<file path="src/include/cas_map_pkg.sv">
// Constants shared by the CAS voice signaling mapper.
// Assumes ABCD nibbles are carried with A in the top bit and D in the bottom bit.
package cas_map_pkg;
  localparam int ADDR_W = 4;
  localparam int DATA_W = 16;
  localparam int ABCD_W = 4;

  // ABCD bit positions inside a nibble
  localparam int BIT_A = 3;
  localparam int BIT_B = 2;

  // Register word addresses
  localparam logic [ADDR_W-1:0] ADDR_STATION_CFG = 4'h0;
  localparam logic [ADDR_W-1:0] ADDR_OFFICE_CFG = 4'h1;
  localparam logic [ADDR_W-1:0] ADDR_STATUS = 4'h2;

  // Configuration field positions (both port configs share the layout)
  localparam int CFG_RX_SEL_B = 0;
  localparam int CFG_RX_INV = 1;
  localparam int CFG_TX_SEL_B = 2;
  localparam int CFG_TX_INV = 3;
  localparam int CFG_POL_EN = 4;
  localparam int CFG_FEEDBACK = 5;
  localparam int CFG_OOS_OFF_HOOK = 6;
  localparam int CFG_DEF_LSB = 8;
  localparam int CFG_DEF_MSB = 11;

  // Status field positions
  localparam int ST_STATION_HOOK = 0;
  localparam int ST_STATION_POL = 1;
  localparam int ST_OFFICE_HOOK = 2;
  localparam int ST_OFFICE_POL = 3;
  localparam int ST_OOS = 4;
  localparam int ST_LAW_A = 5;

  // Reset values of the default fill patterns
  localparam logic [ABCD_W-1:0] STATION_DEF_RST = 4'h1;
  localparam logic [ABCD_W-1:0] OFFICE_DEF_RST = 4'h0;

  // Companding law code: only A-law exists on E1
  localparam logic LAW_A = 1'b1;

  typedef enum logic {OOS_HOLD_ON_HOOK, OOS_HOLD_OFF_HOOK} oos_method_t;
endpackage

</file>
<file path="src/rtl/cas_voice_signaling_mapper.sv">
// CAS voice signaling mapper: one station-side and one office-side analog port
// against the signaling nibbles of an E1 framer.
// Assumes the framer presents each port's received ABCD nibble with a one-cycle
// update strobe, and samples the transmitted nibbles whenever it needs them.
//
// What this block does
// - Station port hook indication is the chosen received A or B bit, 1 off hook, inverted on request.
// - Station port sends off hook as 1 and on hook as 0 on the chosen bit, inverted on request.
// - Station port fills every other transmitted ABCD bit from its four-bit default pattern, except the polarity lane, sent as 0 with polarity enabled.
// - With polarity enabled, polarity is received on B when hook uses A, and on A when hook uses B.
// - Office port hook indication is the chosen received A or B bit, 1 off hook, inverted on request.
// - Office port sends 1 while ringing is detected and 0 otherwise on the chosen bit, inverted on request.
// - Office port fills every other transmitted ABCD bit from its four-bit default pattern, except the polarity lane (0 with polarity enabled) and the echo lane.
// - With feedback enabled and the hook lane differing from the ring lane, the office port echoes the received hook signaling back to the link.
// - During out of service with the hold-on-hook method the office hook signaling stays on hook.
// - During out of service with the hold-off-hook method the office hook signaling stays off hook.
// - Voice channels on the E1 link use A-law companding.
//
// Decided for this implementation: the register offsets and strobed register access.
module cas_voice_signaling_mapper
  import cas_map_pkg::*;
#(
  parameter int ADDR_WIDTH = ADDR_W,
  parameter int DATA_WIDTH = DATA_W
)
(
  input wire logic mclk_in, // System clock, 250 MHz
  input wire logic rst_in, // Asynchronous reset, active high
  input wire logic [ADDR_WIDTH-1:0] addr_in, // Register word address
  input wire logic [DATA_WIDTH-1:0] wdata_in, // Register write data
  input wire logic wr_in, // Register write strobe
  input wire logic rd_in, // Register read strobe
  output logic [DATA_WIDTH-1:0] rdata_out, // Read data, cycle after the strobe
  input wire logic [ABCD_W-1:0] st_rx_abcd_in, // Station port ABCD from the framer
  input wire logic st_rx_upd_in, // Station port nibble update strobe
  output logic [ABCD_W-1:0] st_tx_abcd_out, // Station port ABCD to the framer
  input wire logic st_line_off_hook_in, // Station line loop closed
  output logic st_hook_ind_out, // Station hook indication toward the line
  output logic st_polarity_out, // Station received polarity reversal
  input wire logic of_rx_abcd_upd_in, // Office port nibble update strobe
  input wire logic [ABCD_W-1:0] of_rx_abcd_in, // Office port ABCD from the framer
  output logic [ABCD_W-1:0] of_tx_abcd_out, // Office port ABCD to the framer
  input wire logic of_ring_det_in, // Office line ringing detected
  output logic of_hook_ind_out, // Office hook indication toward the line
  output logic of_polarity_out, // Office received polarity reversal
  input wire logic oos_in, // Link out-of-service condition
  output logic law_a_out // Companding law in use, 1 for A-law
);

  logic [DATA_WIDTH-1:0] st_cfg_reg;
  logic [DATA_WIDTH-1:0] of_cfg_reg;
  logic [DATA_WIDTH-1:0] rdata_next;
  logic [DATA_WIDTH-1:0] status_word;
  logic of_fb_raw_reg;
  logic st_hook_next;
  logic st_pol_next;
  logic of_hook_map;
  logic of_pol_next;
  logic of_hook_raw;
  logic [ABCD_W-1:0] st_tx_next;
  logic [ABCD_W-1:0] of_tx_next;

  // Picks the A or B bit of a nibble
  function automatic logic pick_ab(input logic [ABCD_W-1:0] abcd, input logic sel_b);
    pick_ab = sel_b ? abcd[BIT_B] : abcd[BIT_A];
  endfunction

  // Default fill, with the state bit on the chosen lane. The polarity lane,
  // when reserved, is sent as zero since the port only receives polarity.
  function automatic logic [ABCD_W-1:0] build_tx(
    input logic [ABCD_W-1:0] fill,
    input logic sel_b,
    input logic val,
    input logic pol_en,
    input logic pol_sel_b
  );
    logic [ABCD_W-1:0] word;
    word = fill;
    if (pol_en)
    begin
      if (pol_sel_b)
      begin
        word[BIT_B] = 1'b0;
      end
      else
      begin
        word[BIT_A] = 1'b0;
      end
    end
    if (sel_b)
    begin
      word[BIT_B] = val;
    end
    else
    begin
      word[BIT_A] = val;
    end
    build_tx = word;
  endfunction

  // Configuration registers
  always_ff @(posedge mclk_in or posedge rst_in)
  begin
    if (rst_in)
    begin
      st_cfg_reg <= {{(DATA_WIDTH-CFG_DEF_MSB-1){1'b0}}, STATION_DEF_RST, {CFG_DEF_LSB{1'b0}}};
      of_cfg_reg <= {{(DATA_WIDTH-CFG_DEF_MSB-1){1'b0}}, OFFICE_DEF_RST, {CFG_DEF_LSB{1'b0}}};
    end
    else if (wr_in)
    begin
      if (addr_in == ADDR_STATION_CFG)
      begin
        st_cfg_reg <= wdata_in;
      end
      if (addr_in == ADDR_OFFICE_CFG)
      begin
        of_cfg_reg <= wdata_in;
      end
    end
  end

  // Status word
  always_comb
  begin
    status_word = '0;
    status_word[ST_STATION_HOOK] = st_hook_ind_out;
    status_word[ST_STATION_POL] = st_polarity_out;
    status_word[ST_OFFICE_HOOK] = of_hook_ind_out;
    status_word[ST_OFFICE_POL] = of_polarity_out;
    status_word[ST_OOS] = oos_in;
    status_word[ST_LAW_A] = LAW_A;
  end

  // Read mux; undefined addresses read as zero
  always_comb
  begin
    rdata_next = '0;
    if (rd_in)
    begin
      unique case (addr_in)
        ADDR_STATION_CFG: rdata_next = st_cfg_reg;
        ADDR_OFFICE_CFG: rdata_next = of_cfg_reg;
        ADDR_STATUS: rdata_next = status_word;
        default: rdata_next = '0;
      endcase
    end
  end

  always_ff @(posedge mclk_in or posedge rst_in)
  begin
    if (rst_in)
    begin
      rdata_out <= '0;
    end
    else
    begin
      rdata_out <= rdata_next;
    end
  end

  // Station port receive side
  always_comb
  begin
    st_hook_next = pick_ab(st_rx_abcd_in, st_cfg_reg[CFG_RX_SEL_B]) ^
                   st_cfg_reg[CFG_RX_INV];
    st_pol_next = st_cfg_reg[CFG_POL_EN] &
                  pick_ab(st_rx_abcd_in, ~st_cfg_reg[CFG_RX_SEL_B]);
  end

  always_ff @(posedge mclk_in or posedge rst_in)
  begin
    if (rst_in)
    begin
      st_hook_ind_out <= 1'b0;
      st_polarity_out <= 1'b0;
    end
    else if (st_rx_upd_in)
    begin
      st_hook_ind_out <= st_hook_next;
      st_polarity_out <= st_pol_next;
    end
    else if (!st_cfg_reg[CFG_POL_EN])
    begin
      st_polarity_out <= 1'b0;
    end
  end

  // Station port transmit side
  always_comb
  begin
    st_tx_next = build_tx(st_cfg_reg[CFG_DEF_MSB:CFG_DEF_LSB],
                          st_cfg_reg[CFG_TX_SEL_B],
                          st_line_off_hook_in ^ st_cfg_reg[CFG_TX_INV],
                          st_cfg_reg[CFG_POL_EN],
                          ~st_cfg_reg[CFG_RX_SEL_B]);
  end

  always_ff @(posedge mclk_in or posedge rst_in)
  begin
    if (rst_in)
    begin
      st_tx_abcd_out <= STATION_DEF_RST;
    end
    else
    begin
      st_tx_abcd_out <= st_tx_next;
    end
  end

  // Office port receive side
  always_comb
  begin
    of_hook_raw = pick_ab(of_rx_abcd_in, of_cfg_reg[CFG_RX_SEL_B]);
    of_hook_map = of_hook_raw ^ of_cfg_reg[CFG_RX_INV];
    of_pol_next = of_cfg_reg[CFG_POL_EN] &
                  pick_ab(of_rx_abcd_in, ~of_cfg_reg[CFG_RX_SEL_B]);
  end

  // Echo source is the hook bit of the last update: between updates the
  // framer's nibble is not valid, so a live echo would send garbage.
  always_ff @(posedge mclk_in or posedge rst_in)
  begin
    if (rst_in)
    begin
      of_fb_raw_reg <= 1'b0;
    end
    else if (of_rx_abcd_upd_in)
    begin
      of_fb_raw_reg <= of_hook_raw;
    end
  end

  always_ff @(posedge mclk_in or posedge rst_in)
  begin
    if (rst_in)
    begin
      of_hook_ind_out <= 1'b0;
    end
    else if (oos_in)
    begin
      if (oos_method_t'(of_cfg_reg[CFG_OOS_OFF_HOOK]) == OOS_HOLD_OFF_HOOK)
      begin
        of_hook_ind_out <= 1'b1;
      end
      else
      begin
        of_hook_ind_out <= 1'b0;
      end
    end
    else if (of_rx_abcd_upd_in)
    begin
      of_hook_ind_out <= of_hook_map;
    end
  end

  always_ff @(posedge mclk_in or posedge rst_in)
  begin
    if (rst_in)
    begin
      of_polarity_out <= 1'b0;
    end
    else if (of_rx_abcd_upd_in)
    begin
      of_polarity_out <= of_pol_next;
    end
    else if (!of_cfg_reg[CFG_POL_EN])
    begin
      of_polarity_out <= 1'b0;
    end
  end

  // Office port transmit side. Feedback takes the hook lane only when it
  // differs from the ring lane; the ring state always keeps its own lane.
  always_comb
  begin
    of_tx_next = build_tx(of_cfg_reg[CFG_DEF_MSB:CFG_DEF_LSB],
                          of_cfg_reg[CFG_TX_SEL_B],
                          of_ring_det_in ^ of_cfg_reg[CFG_TX_INV],
                          of_cfg_reg[CFG_POL_EN],
                          ~of_cfg_reg[CFG_RX_SEL_B]);
    if (of_cfg_reg[CFG_FEEDBACK] && (of_cfg_reg[CFG_RX_SEL_B] != of_cfg_reg[CFG_TX_SEL_B]))
    begin
      if (of_cfg_reg[CFG_RX_SEL_B])
      begin
        of_tx_next[BIT_B] = of_fb_raw_reg;
      end
      else
      begin
        of_tx_next[BIT_A] = of_fb_raw_reg;
      end
    end
  end

  always_ff @(posedge mclk_in or posedge rst_in)
  begin
    if (rst_in)
    begin
      of_tx_abcd_out <= OFFICE_DEF_RST;
    end
    else
    begin
      of_tx_abcd_out <= of_tx_next;
    end
  end

  always_ff @(posedge mclk_in or posedge rst_in)
  begin
    if (rst_in)
    begin
      law_a_out <= LAW_A;
    end
    else
    begin
      law_a_out <= LAW_A;
    end
  end

endmodule

</file>
<file path="config.mk">
export PLATFORM = sky130hd
export DESIGN_NAME = cas_voice_signaling_mapper
export DESIGN_NICKNAME = d
export VERILOG_FILES = /design/src/include/cas_map_pkg.sv /design/src/rtl/cas_voice_signaling_mapper.sv
export SDC_FILE = /design/constraint.sdc
export NUM_CORES = 1
export LEC_CHECK = 0
export BUFFER_PORTS_ARGS = -buffer_cell sky130_fd_sc_hd__buf_2
export CORE_MARGIN = 1
export CORE_UTILIZATION = 50
export DETAILED_ROUTE_END_ITERATION = 8
export MAX_ROUTING_LAYER = met4
export PLACE_DENSITY = 0.81
export SLEW_MARGIN = 20
export SYNTH_ARGS = -nofsm -noshare
export SYNTH_HDL_FRONTEND = slang
export SYNTH_SLANG_ARGS = --single-unit
export TNS_END_PERCENT = 5
</file>
<file path="constraint.sdc">
create_clock -name mclk_in -period 1.8 [get_ports mclk_in]
set_clock_uncertainty 0.1 [all_clocks]
set_input_delay 0 -clock mclk_in [delete_from_list [all_inputs] [get_ports mclk_in]]
set_output_delay 0 -clock mclk_in [all_outputs]
set_load 0.05 [all_outputs]
</file>
; Word level (Yosys, flattened, before mapping)
; Index checks and enable logic that the tools add are counted.
; Widths: inputs -> output; s select.
[totals]
reg_bits = 61
input_bits = 37
output_inout_bits = 29
elab_cells = 52
[classes]
eq_ne = 5
mux = 26
n_bitwise = 6
reduce_logical = 5
[ops]
columns = op, n
row1 = $pmux 16 s3, 1
row2 = $mux 1, 21
row3 = $mux 16, 1
row4 = $mux 2, 3
row5 = $eq 4x1->1 const B, 1
row6 = $eq 4x2->1 const B, 1
row7 = $logic_not 4->1, 1
row8 = $ne 2x2->1 const B, 2
row9 = $reduce_and 2->1, 2
row10 = $xor 1x1->1, 4
row11 = $and 1x1->1, 2
row12 = $reduce_bool 2->1, 1
row13 = $logic_and 1x1->1, 1
row14 = $ne 1x1->1, 1

; Depth between registers and ports, before layout
; Gate-level depths: netlist of the first run.
[logic_depth]
ltp_word = 5
depth_mapped = 6
ltp_nobuf = 3

; Worst setup path before layout of the first run
; No wires, ideal clock.
[synth_path]
path_kind = reg-to-reg
start = reg of_cfg_reg[0]
end = reg of_hook_ind_out
setup_time_ps = 69
t_arrival_ps = 1151
required_time_ps = 1631
slack_ps = 480
path_stages_with_launch = 5
n_path_buf = 1
period_less_slack_ps = 1320
path_cell_list = dfrtp_1 -> buf_2 -> mux2i_1 -> or4b_1 -> nand3_1
[synth_via]
elab_chain_cells = 4
[synth_lines]
columns = element, line
row1 = start: declaration, cas_voice_signaling_mapper.sv:51  ; logic [DATA_WIDTH-1:0] of_cfg_reg;
row2 = start signal: assignment, cas_voice_signaling_mapper.sv:107  ; of_cfg_reg <= {{(DATA_WIDTH-CFG_DEF_MSB-1){1'b0}}, OFFICE_DEF_RST, {CFG_DEF_LSB{1'b0}}};
row3 = start signal: assignment, cas_voice_signaling_mapper.sv:117  ; of_cfg_reg <= wdata_in;
row4 = $mux 1, cas_voice_signaling_mapper.sv:65  ; pick_ab = sel_b ? abcd[BIT_B] : abcd[BIT_A];
row5 = $xor 1x1->1, cas_voice_signaling_mapper.sv:214  ; of_hook_map = of_hook_raw ^ of_cfg_reg[CFG_RX_INV];
row6 = $mux 1, cas_voice_signaling_mapper.sv:250  ; else if (of_rx_abcd_upd_in)
row7 = $mux 1, cas_voice_signaling_mapper.sv:239  ; else if (oos_in)
row8 = end signal: assignment, cas_voice_signaling_mapper.sv:252  ; of_hook_ind_out <= of_hook_map;
row9 = end: declaration, cas_voice_signaling_mapper.sv:44  ; output logic of_hook_ind_out,
; No other way between the ends. The select of a mux whose other input is x is not followed.
; A chain may end at the register's enable or synchronous reset.

; Final worst setup path of the first run
[layout_path]
start = reg of_cfg_reg[0]
end = reg of_polarity_out
[layout_via]
elab_chain_cells = 3
[layout_lines]
columns = element, line
row1 = $mux 1, cas_voice_signaling_mapper.sv:65
row2 = $and 1x1->1, cas_voice_signaling_mapper.sv:215  ; of_pol_next = of_cfg_reg[CFG_POL_EN] &
row3 = $mux 1, cas_voice_signaling_mapper.sv:262  ; else if (of_rx_abcd_upd_in)
row4 = end signal: assignment, cas_voice_signaling_mapper.sv:264  ; of_polarity_out <= of_pol_next;
row5 = end: declaration, cas_voice_signaling_mapper.sv:45  ; output logic of_polarity_out,
; No other way between the ends.

==> summary.md, run 1 <==
| Metric | Value |
|---|---|
| CTS tree | yes |
| Synth-to-layout area growth | 30.71% |
| Initial Util | 0.5345 |
| CP Launch Type | flip-flop |
| Placed cell areas | 0.002944 mm^2 |
| Drt wl/cell | approximately 15 um |
| Initial DRT Pass Iterations | 4 |
| Share of post-route cells with drive strength above 1 | 0.4155 |
| Synth top area share | 0.5698 |
| GPL Wtd Cong | ~0.8 |
| Crit path capture type | flip-flop |
| CTS H-Tree Depth | 3 |
| Most frequent cells in the layout | buf_2 (60), dfrtp_1 (59), dlygate4sd3_1 (27) |
| Hold Buf Count CTS | 27 |
| Outcome | finished, final reports clean |
| Final Setup Violations | 0 |
| CTS max path bufs | 2 |
| Tot Pwr | about 3.9 mW |
| IO Count | 66 |
| Skew-Pair Late Insertion Delay | 0.33 ns |
| Drt total wl | around 5300 um |
| Cell Area, Synth | 0.002591 mm^2 |
| Commonest non-fill, non-tap cell in the layout | buf_2 |
| Setup bufs post-CTS | 0 |
| Power Density | approximately 1100 mW/mm^2 |
| Dpl hpwl | around 3400 um |
| Clock transition at the registers of the reported paths | 0.06 ns |
| Syn Nets | 223 |
| Via count of the routed design | 1753 |
| Finished Layout Cells | 351 |
| Placed Cells | 308 |
| CP required | 1.91 ns |
| Maximum operating frequency | roughly 600 MHz |
| Post-synth top area cell | dfrtp_1 |
| Final Worst Setup Slack | around 0.097 ns |
| Core region area | 0.004848 mm^2 |
| CP Class | reg2reg |
| N_diodes | 0 |
| Mapped Avg Cell Area | 13.93 um^2 |
| Final Hold Fails | 0 |
| # clock sinks | 61 |
| FF+latch count, synth | 61 |
| Pleak | 1.720 nW |
| Yosys warnings | 0 |
| # DRC | 0 |
| CP max stage delay | 0.58 ns |
| Hold/Removal Path Class | in2reg |
| Antenna-violating nets left | 0 |
| Vias/cell | about 5.0 |
| Buf/Inv on CP | 2 |
| Minimum clock period after layout | between 1.5 and 2 ns |
| Vias in the first global route | 1795 |
| Die ar. | 0.005475 mm^2 |
| Finished Core Util | 0.6986 |
| Initial DRC Count | 85 |
| Nets | 316 |
| RSZ-0062 raised after global routing | false |
| Slew HR | 0.6222 |
| Yosys cell types | 34 |
| Max cap viols | 0 |
| Fin crit share | 0.9459 |
| Die H | 73.99 um |
| Main area contributors after synthesis | dfrtp_1 (57%), mux2_2 (10%), mux2i_1 (7.7%) |
| Design Area, Final | 0.003387 mm^2 |
| Worst path top cell family by delay | buffers and inverters |
| Slew Limit Fails | 0 |
| CTS root buffer | clkbuf_8 |
| Row cnt | 25 |
| Sequential fraction of the synthesis area | 0.5901 |
| First-pass GRT wire length | around 8300 um |
| Post-CTS resize count | 0 |
| Cell Chain, Critical Path | buf_4, mux2i_1, dlygate4sd3_1, nand2_1, o211a_1 |
| Maximum vdd drop | between 0.5 and 0.6 mV |
| Worst Path Arrival | 1.81 ns |
| Num CTS Buffers | 9 |
| Fin Hold WS | 0.01865 ns |
| Total negative slack | 0 ns |
| Maximum fanout along the worst path | 7 |
| Dpl ws | 0.3307 ns |
| I/O Buffers | 60 |
| Largest net degree at the start of global routing | 36 |
| Worst-Margin Slew | 0.5659 ns |
| Initial antenna violation count | 0 |
| GRT Overall Usage | 0.2200 |
| Die W | approximately 74 um |
| Total grt overflow | 0 |
| Critical-path top delay cell | dlygate4sd3_1 |
| Synth Instances | about 190 |
==> synth_stat cells (all sizes together) <==
library cell	count
a211oi	1
nor2b	1
nand3b	1
conb	1
o211ai	1
dfstp	2
nand3	3
a21oi	4
inv	2
nand2	6
o211a	1
or3b	1
o21a	1
nor2	21
a22oi	1
dfrtp	59
nand4b	1
o21bai	1
nor3b	1
xnor2	1
buf	10
mux2i	20
xor2	2
a2bb2oi	5
o21ai	3
mux2	34
or4b	1
or2	1
==> worst register-to-register path: stages, from the launching register on <==
cell           delay, ns
dfrtp_1             0.36
buf_4               0.16
mux2i_1             0.20
dlygate4sd3_1       0.58
nand2_1             0.06
o211a_1             0.12
==> worst paths after layout <==
path | startpoint | to | slack, ns | cells after the start
max in group asynchronous | rst_in | rdata_out[4] | 0.84 | 4
min in group asynchronous | rst_in | st_cfg_reg[14] | 0.18 | 3
hold reg to reg | st_cfg_reg[8] | st_tx_abcd_out[0] | 0.28 | 0
hold / removal | addr_in[2] | rdata_out[1] | 0.02 | 3
setup reg to reg | of_cfg_reg[0] | of_polarity_out | 0.1 | 5
setup / recovery | of_cfg_reg[0] | of_polarity_out | 0.1 | 5
==> layout make-up <==
class / count / area (um^2)
Sequential cell: 61 / 1529
Fill cell: 337 / 1461
Multi-Input combinational cell: 113 / 973.4
Timing Repair Buffer: 92 / 620.6
Clock buffer: 14 / 162.7
Tap cell: 67 / 83.83
Clock inverter: 2 / 10.01
Inverter: 2 / 7.507
==> where the power goes <==
part,switching (mW),internal (mW)
Combinational,0.577,0.438
Sequential,0.186,1.64
Clock,0.473,0.572
Total,1.24,2.64
==> metal layers <==
metal	vias to the layer above	track usage	wire length, um
met4	0	0.1111	102
met3	10	0.05827	176
met1	861	0.2630	2315
met2	46	0.3444	2664
met5	-	-	0
li1	836	-	-
==> logic make-up after synthesis <==
group | count (synthesis) | share of synthesized area
AO/OA/AOI/OAI | 18 | 0.04877
multiplexers | 54 | 0.2395
XOR/XNOR | 3 | 0.01014
other | 1 | 0.001447
flip-flops | 61 | 0.5901
buffers and inverters | 12 | 0.03428
AND/OR/NAND/NOR | 37 | 0.07581
No activity file was read; power rests on OpenSTA's default activity.
==> run 2: changes to the inputs <==
CORE_ASPECT_RATIO = 0.7   (was not set)
==> run 2 against run 1 <==
Clock-buffer cell count down 2. Setup slack got worse by 0.016 ns. Clock power grew 30%. Register-to-register slack worse by 0.02 ns. Combinational power barely moved. First-iteration DRC count shrank 2.4%. Utilization increased by 1.1 points. Critical endpoint is now of_fb_raw_reg. Largest cell class unchanged.
==> summary.md, run 2 (synthesized netlist as in run 1, its figures left out) <==
| Metric | Value |
|---|---|
| Finished Core Util | 0.7092 (was 0.6986) |
| Hold/Removal Path Class | in2reg (unchanged) |
| Fillers | 363 (was 337) |
| Layer with the highest usage | met2 (unchanged) |
| Drt wl/cell | 15.30 um (was 14.98 um) |
| CP Class | reg2reg (unchanged) |
| CP required | 1.91 ns (about the same) |
| Cell Chain, Critical Path | mux2i_1, a21oi_1, dlygate4sd3_1 (was buf_4, mux2i_1, dlygate4sd3_1, nand2_1, o211a_1) |
| Worst Path Arrival | 1.83 ns (was 1.81 ns) |
| Most frequent cells in the layout | buf_2 (60), dfrtp_1 (58), dlygate4sd3_1 (30) (was buf_2 (60), dfrtp_1 (59), dlygate4sd3_1 (27)) |
| Initial DRT Pass Iterations | 4 (unchanged) |
| CTS tree | yes (unchanged) |
| Drt total wl | 5432 um (was 5258 um) |
| I/O Buffers | 60 (unchanged) |
| Largest net degree at the start of global routing | 43 (was 36) |
| Skew-Pair Late Insertion Delay | 0.33 ns (about the same) |
| Grt met2 use | 0.3614 (was 0.3444) |
| Num CTS Buffers | 9 (unchanged) |
| Share of post-route cells with drive strength above 1 | 0.4196 (was 0.4155) |
| GPL Wtd Cong | 0.7653 (was 0.7893) |
| Placed cell areas | 0.002939 mm^2 (was 0.002944 mm^2) |
| Minimum clock period after layout | 1.719 ns (was 1.703 ns) |
| Tot Pwr | 4.202 mW (was 3.880 mW) |
| CP Launch Type | flip-flop (unchanged) |
| Synth-to-layout area growth | 33.75% (was 30.71%) |
| Final Setup Violations | 0 (unchanged) |
| Vias/cell | 5.096 (was 4.994) |
| Core region area | 0.004887 mm^2 (was 0.004848 mm^2) |
| Final Worst Setup Slack | 0.08141 ns (was 0.09744 ns) |
| Total grt overflow | 0 (unchanged) |
| Final Hold Fails | 0 (unchanged) |
| Initial DRC Count | 83 (was 85) |
| Met1 Use GR | 0.2848 (was 0.2630) |
| Maximum vdd drop | 0.5722 mV (was 0.5460 mV) |
| Crit path capture type | flip-flop (unchanged) |
| Outcome | finished, final reports clean (unchanged) |
| Slew Limit Fails | 0 (unchanged) |
| Maximum fanout along the worst path | 8 (was 7) |
| Placed Cells | 309 (was 308) |
| Max cap viols | 0 (unchanged) |
| Nets | 318 (was 316) |
| IO Count | 66 (unchanged) |
| Die W | 88.05 um (was 73.99 um) |
| Die ar. | 0.005479 mm^2 (was 0.005475 mm^2) |
| Row cnt | 21 (was 25) |
| CTS H-Tree Depth | 3 (unchanged) |
| Via count of the routed design | 1809 (was 1753) |
| GRT Overall Usage | 0.2344 (was 0.2200) |
| Fin Hold WS | 0.02257 ns (was 0.01865 ns) |
| Pleak | 1.753 nW (was 1.720 nW) |
| Antenna-violating nets left | 0 (unchanged) |
| # clock sinks | 61 (unchanged) |
| Setup bufs post-CTS | 0 (unchanged) |
| CP max stage delay | 0.58 ns (about the same) |
| Dpl hpwl | 3602 um (was 3433 um) |
| Clock transition at the registers of the reported paths | 0.06 ns (about the same) |
| Design Area, Final | 0.003466 mm^2 (was 0.003387 mm^2) |
| Fin crit share | 0.9548 (was 0.9459) |
| Initial Util | 0.5302 (was 0.5345) |
| Dpl ws | 0.3975 ns (was 0.3307 ns) |
| Power Density | 1213 mW/mm^2 (was 1146 mW/mm^2) |
| Critical-path top delay cell | dlygate4sd3_1 (unchanged) |
| Total negative slack | 0 ns (unchanged) |
| CTS max path bufs | 2 (unchanged) |
| Die H | 62.23 um (was 73.99 um) |
| Maximum operating frequency | 581.9 MHz (was 587.4 MHz) |
| Met3 Track Usage GR | 0.07713 (was 0.05827) |
| Vias in the first global route | 1874 (was 1795) |
| RSZ-0062 raised after global routing | false (unchanged) |
| # DRC | 0 (unchanged) |
| CTS root buffer | clkbuf_8 (unchanged) |
| Initial antenna violation count | 0 (unchanged) |
| First-pass GRT wire length | 9039 um (was 8335 um) |
| Commonest non-fill, non-tap cell in the layout | buf_2 (unchanged) |
| Finished Layout Cells | 355 (was 351) |
| N_diodes | 0 (unchanged) |
-- run 2: changes by cell type in the layout (fill, tap and decap cells not counted), sizes merged --
cell,previous run,this run
dlygate4sd3,27,30
buf,65,64
clkbuf,14,12
bufinv,0,2
-- run 2: final cells by class --
class	count	area (um^2)	share of cell area
inverter	2	7.507	0.002166
clock buffer	12	155.1	0.04477
sequential	61	1530	0.4415
timing repair buffer	94	643.1	0.1856
multi-input combinational	113	973.4	0.2809
tap	69	86.33	0.02491
clock inverter	4	70.07	0.02022
-- run 2: timing repair --
action	in CTS	in global routing
setup endpoints to repair	0	2
hold buffers	30	0
endpoints found under the hold margin	107	0
resized for setup	0	1
-- run 2: path summary, 6_finish.rpt --
check	end	start	slack [ns]	cells after the start
worst max-delay path	of_fb_raw_reg	of_cfg_reg[0]	0.08	3
worst min-delay path	rdata_out[1]	addr_in[3]	0.02	3
worst max register to register	of_fb_raw_reg	of_cfg_reg[0]	0.08	3
worst min register to register	st_tx_abcd_out[0]	st_cfg_reg[8]	0.28	0
max in group asynchronous	of_cfg_reg[0]	rst_in	0.94	4
min in group asynchronous	rdata_out[12]	rst_in	0.10	3
-- run 2: layer usage --
layer	routed length, um	vias up	share of wire
met2	2598	72	0.48
met5	0	-	0
met1	2360	887	0.43
li1	-	836	-
met3	375	14	0.069
met4	99	0	0.018
-- run 2: report_power, final --
group          switching (mW)  internal (mW)  total (mW)  leakage, nW
logic                   0.577          0.437        1.01        0.868
clock network           0.503          0.851        1.35        0.116
registers               0.199           1.64        1.83        0.769
-- run 2: critical path: cells and delay by family (launching register included) --
family                 cells  cell delay (ns)
buffers and inverters      1             0.58
flip-flops                 1             0.47
multiplexers               1             0.35
AO/OA/AOI/OAI              1             0.10
==> run 3: changes to the inputs <==
PLACE_DENSITY = 0.8   (was 0.81)
==> run 3 against run 2 <==
Register-to-register slack better by 0.06 ns. Clock-buffer cell count stayed put. Worst hold slack worse by 0.0097 ns. Routed wire length is 2.7% lower. Critical path type unchanged. Via count is 3.3% lower. Setup slack better by 0.058 ns.
==> summary.md, run 3 (synthesized netlist as in run 1, its figures left out) <==
| Metric | Value |
|---|---|
| Cell Chain, Critical Path | buf_4, mux2i_1, dlygate4sd3_1, nand2_1, o211a_1 (was mux2i_1, a21oi_1, dlygate4sd3_1) |
| CP Launch Type | flip-flop (unchanged) |
| R2R setup slack | 0.14 ns (was 0.08 ns) |
| Maximum vdd drop | 0.6071 mV (was 0.5722 mV) |
| CTS max path bufs | 2 (unchanged) |
| CTS H-Tree Depth | 3 (unchanged) |
| CTS tree | yes (unchanged) |
| Via count of the routed design | 1750 (was 1809) |
| Die H | 62.23 um (unchanged) |
| Die W | 88.05 um (unchanged) |
| Drt wl/cell | 15.02 um (was 15.30 um) |
| Hold/Removal Path Class | in2reg (unchanged) |
| Antenna-violating nets left | 0 (unchanged) |
| Dpl hpwl | 3596 um (was 3602 um) |
| Initial DRT Pass Iterations | 4 (unchanged) |
| CP Class | reg2reg (unchanged) |
| Vias/cell | 4.972 (was 5.096) |
| Cells on Worst Hold Path | 4 (was 3) |
| R2r worst-path depth | 5 (was 3) |
| Dpl ws | 0.4079 ns (was 0.3975 ns) |
| Slew Limit Fails | 0 (unchanged) |
| I/O Buffers | 60 (unchanged) |
| Fillers | 371 (was 363) |
| Hold path endpoint | st_hook_ind_out (was rdata_out[1]) |
| Share of post-route cells with drive strength above 1 | 0.4205 (was 0.4196) |
| CTS root buffer | clkbuf_8 (unchanged) |
| CP max stage delay | 0.56 ns (was 0.58 ns) |
| # DRC | 0 (unchanged) |
| Final Hold Fails | 0 (unchanged) |
| Placed Cells | 309 (unchanged) |
| Clock transition at the registers of the reported paths | 0.06 ns (about the same) |
| Initial antenna violation count | 0 (unchanged) |
| Fin crit share | 0.9227 (was 0.9548) |
| GPL Wtd Cong | 0.8124 (was 0.7653) |
| Setup bufs post-CTS | 0 (unchanged) |
| Core region area | 0.004887 mm^2 (unchanged) |
| Pleak | 1.742 nW (was 1.753 nW) |
| Maximum operating frequency | 602.1 MHz (was 581.9 MHz) |
| Maximum fanout along the worst path | 7 (was 8) |
| Total grt overflow | 0 (unchanged) |
| Worst path top cell family by delay | buffers and inverters (unchanged) |
| Num CTS Buffers | 9 (unchanged) |
| # clock sinks | 61 (unchanged) |
| CP required | 1.92 ns (was 1.91 ns) |
| Initial Util | 0.5302 (unchanged) |
| Largest net degree at the start of global routing | 45 (was 43) |
| GRT Overall Usage | 0.2271 (was 0.2344) |
| Row cnt | 21 (unchanged) |
| Final Worst Setup Slack | 0.1391 ns (was 0.08141 ns) |
| Skew-Pair Late Insertion Delay | 0.33 ns (about the same) |
| Final Setup Violations | 0 (unchanged) |
| Fin Hold WS | 0.01283 ns (was 0.02257 ns) |
| Synth-to-layout area growth | 32.54% (was 33.75%) |
| Commonest non-fill, non-tap cell in the layout | buf_2 (unchanged) |
| Finished Layout Cells | 352 (was 355) |
| Worst r2r src | of_cfg_reg[0] (unchanged) |
| Crit path capture type | flip-flop (unchanged) |
| N_diodes | 0 (unchanged) |
| Critical-path top delay cell | dlygate4sd3_1 (unchanged) |
| RSZ-0062 raised after global routing | false (unchanged) |
| Minimum clock period after layout | 1.661 ns (was 1.719 ns) |
| Post-CTS resize count | 0 (unchanged) |
| Power Density | 1218 mW/mm^2 (was 1213 mW/mm^2) |
| Max cap viols | 0 (unchanged) |
| Outcome | finished, final reports clean (unchanged) |
| Initial DRC Count | 62 (was 83) |
| Most frequent cells in the layout | buf_2 (60), dfrtp_1 (59), dlygate4sd3_1 (27) (was buf_2 (60), dfrtp_1 (58), dlygate4sd3_1 (30)) |
| Levels on crit path | 5 (was 3) |
| Buf/Inv on CP | 2 (was 1) |
| First-pass GRT wire length | 8666 um (was 9039 um) |
| Total negative slack | 0 ns (unchanged) |
| Vias in the first global route | 1786 (was 1874) |
| Drt total wl | 5287 um (was 5432 um) |
| IO Count | 66 (unchanged) |
| Crit. Startpoint | of_cfg_reg[0] (unchanged) |
| Worst r2r dst | of_polarity_out (was of_fb_raw_reg) |
| Hold path startpoint | st_rx_abcd_in[3] (was addr_in[3]) |
| Die ar. | 0.005479 mm^2 (unchanged) |
| Nets | 315 (was 318) |
| Worst Path Arrival | 1.79 ns (was 1.83 ns) |
-- run 3: layer usage --
layer	vias up	share of wire	track usage	routed length [um]
met5	-	0	-	0
met4	0	0.015	0.07460	79
met3	7	0.054	0.08644	285
met2	54	0.50	0.3556	2626
met1	857	0.43	0.2705	2295
li1	832	-	-	-
-- run 3: worst max-delay path by stage --
stage | to | slack (ns)
after floorplan | of_cfg_reg[0] | 0.19
after global placement | of_cfg_reg[7] | 0.42
after detailed placement | rdata_out[13] | 0.41
after CTS | of_polarity_out | 0.16
after global routing | of_polarity_out | 0.02
final | of_polarity_out | 0.14
-- run 3: what timing repair did --
| action | CTS | global route |
|---|---|---|
| endpoints found under the setup margin | 0 | 0 |
| endpoints found under the hold margin | 103 | 0 |
| hold buffers | 27 | 0 |
-- run 3: metrics by stage --
stage                 util  cell area, um^2  total power, mW
floorplan                -             2591            2.549
CTS                 0.7028             3435            4.210
global route        0.7028             3435            4.393
detailed placement  0.6014             2939            2.802
finish              0.7028             3435            4.184
global placement    0.6014             2939            2.767
-- run 3: power by group --
group | switching (mW) | leakage (nW) | total (mW) | internal, mW
sequential | 0.181 | 0.770 | 1.82 | 1.63
combinational | 0.584 | 0.855 | 1.02 | 0.438
clock | 0.496 | 0.116 | 1.35 | 0.850
-- run 3: worst register-to-register path, cell delays in order, from the launching register on --
cell	delay (ns)
dfrtp_1	0.37
buf_4	0.17
mux2i_1	0.18
dlygate4sd3_1	0.56
nand2_1	0.06
o211a_1	0.12
-- run 3: layout make-up --
class                      instances  area, um^2  area share
timing repair buffer              91       613.1      0.1785
clock buffer                      12       155.1     0.04517
multi-input combinational        113       973.4      0.2834
inverter                           2       7.507    0.002186
tap                               69       86.33     0.02514
sequential                        61        1529      0.4452
clock inverter                     4       70.07     0.02040
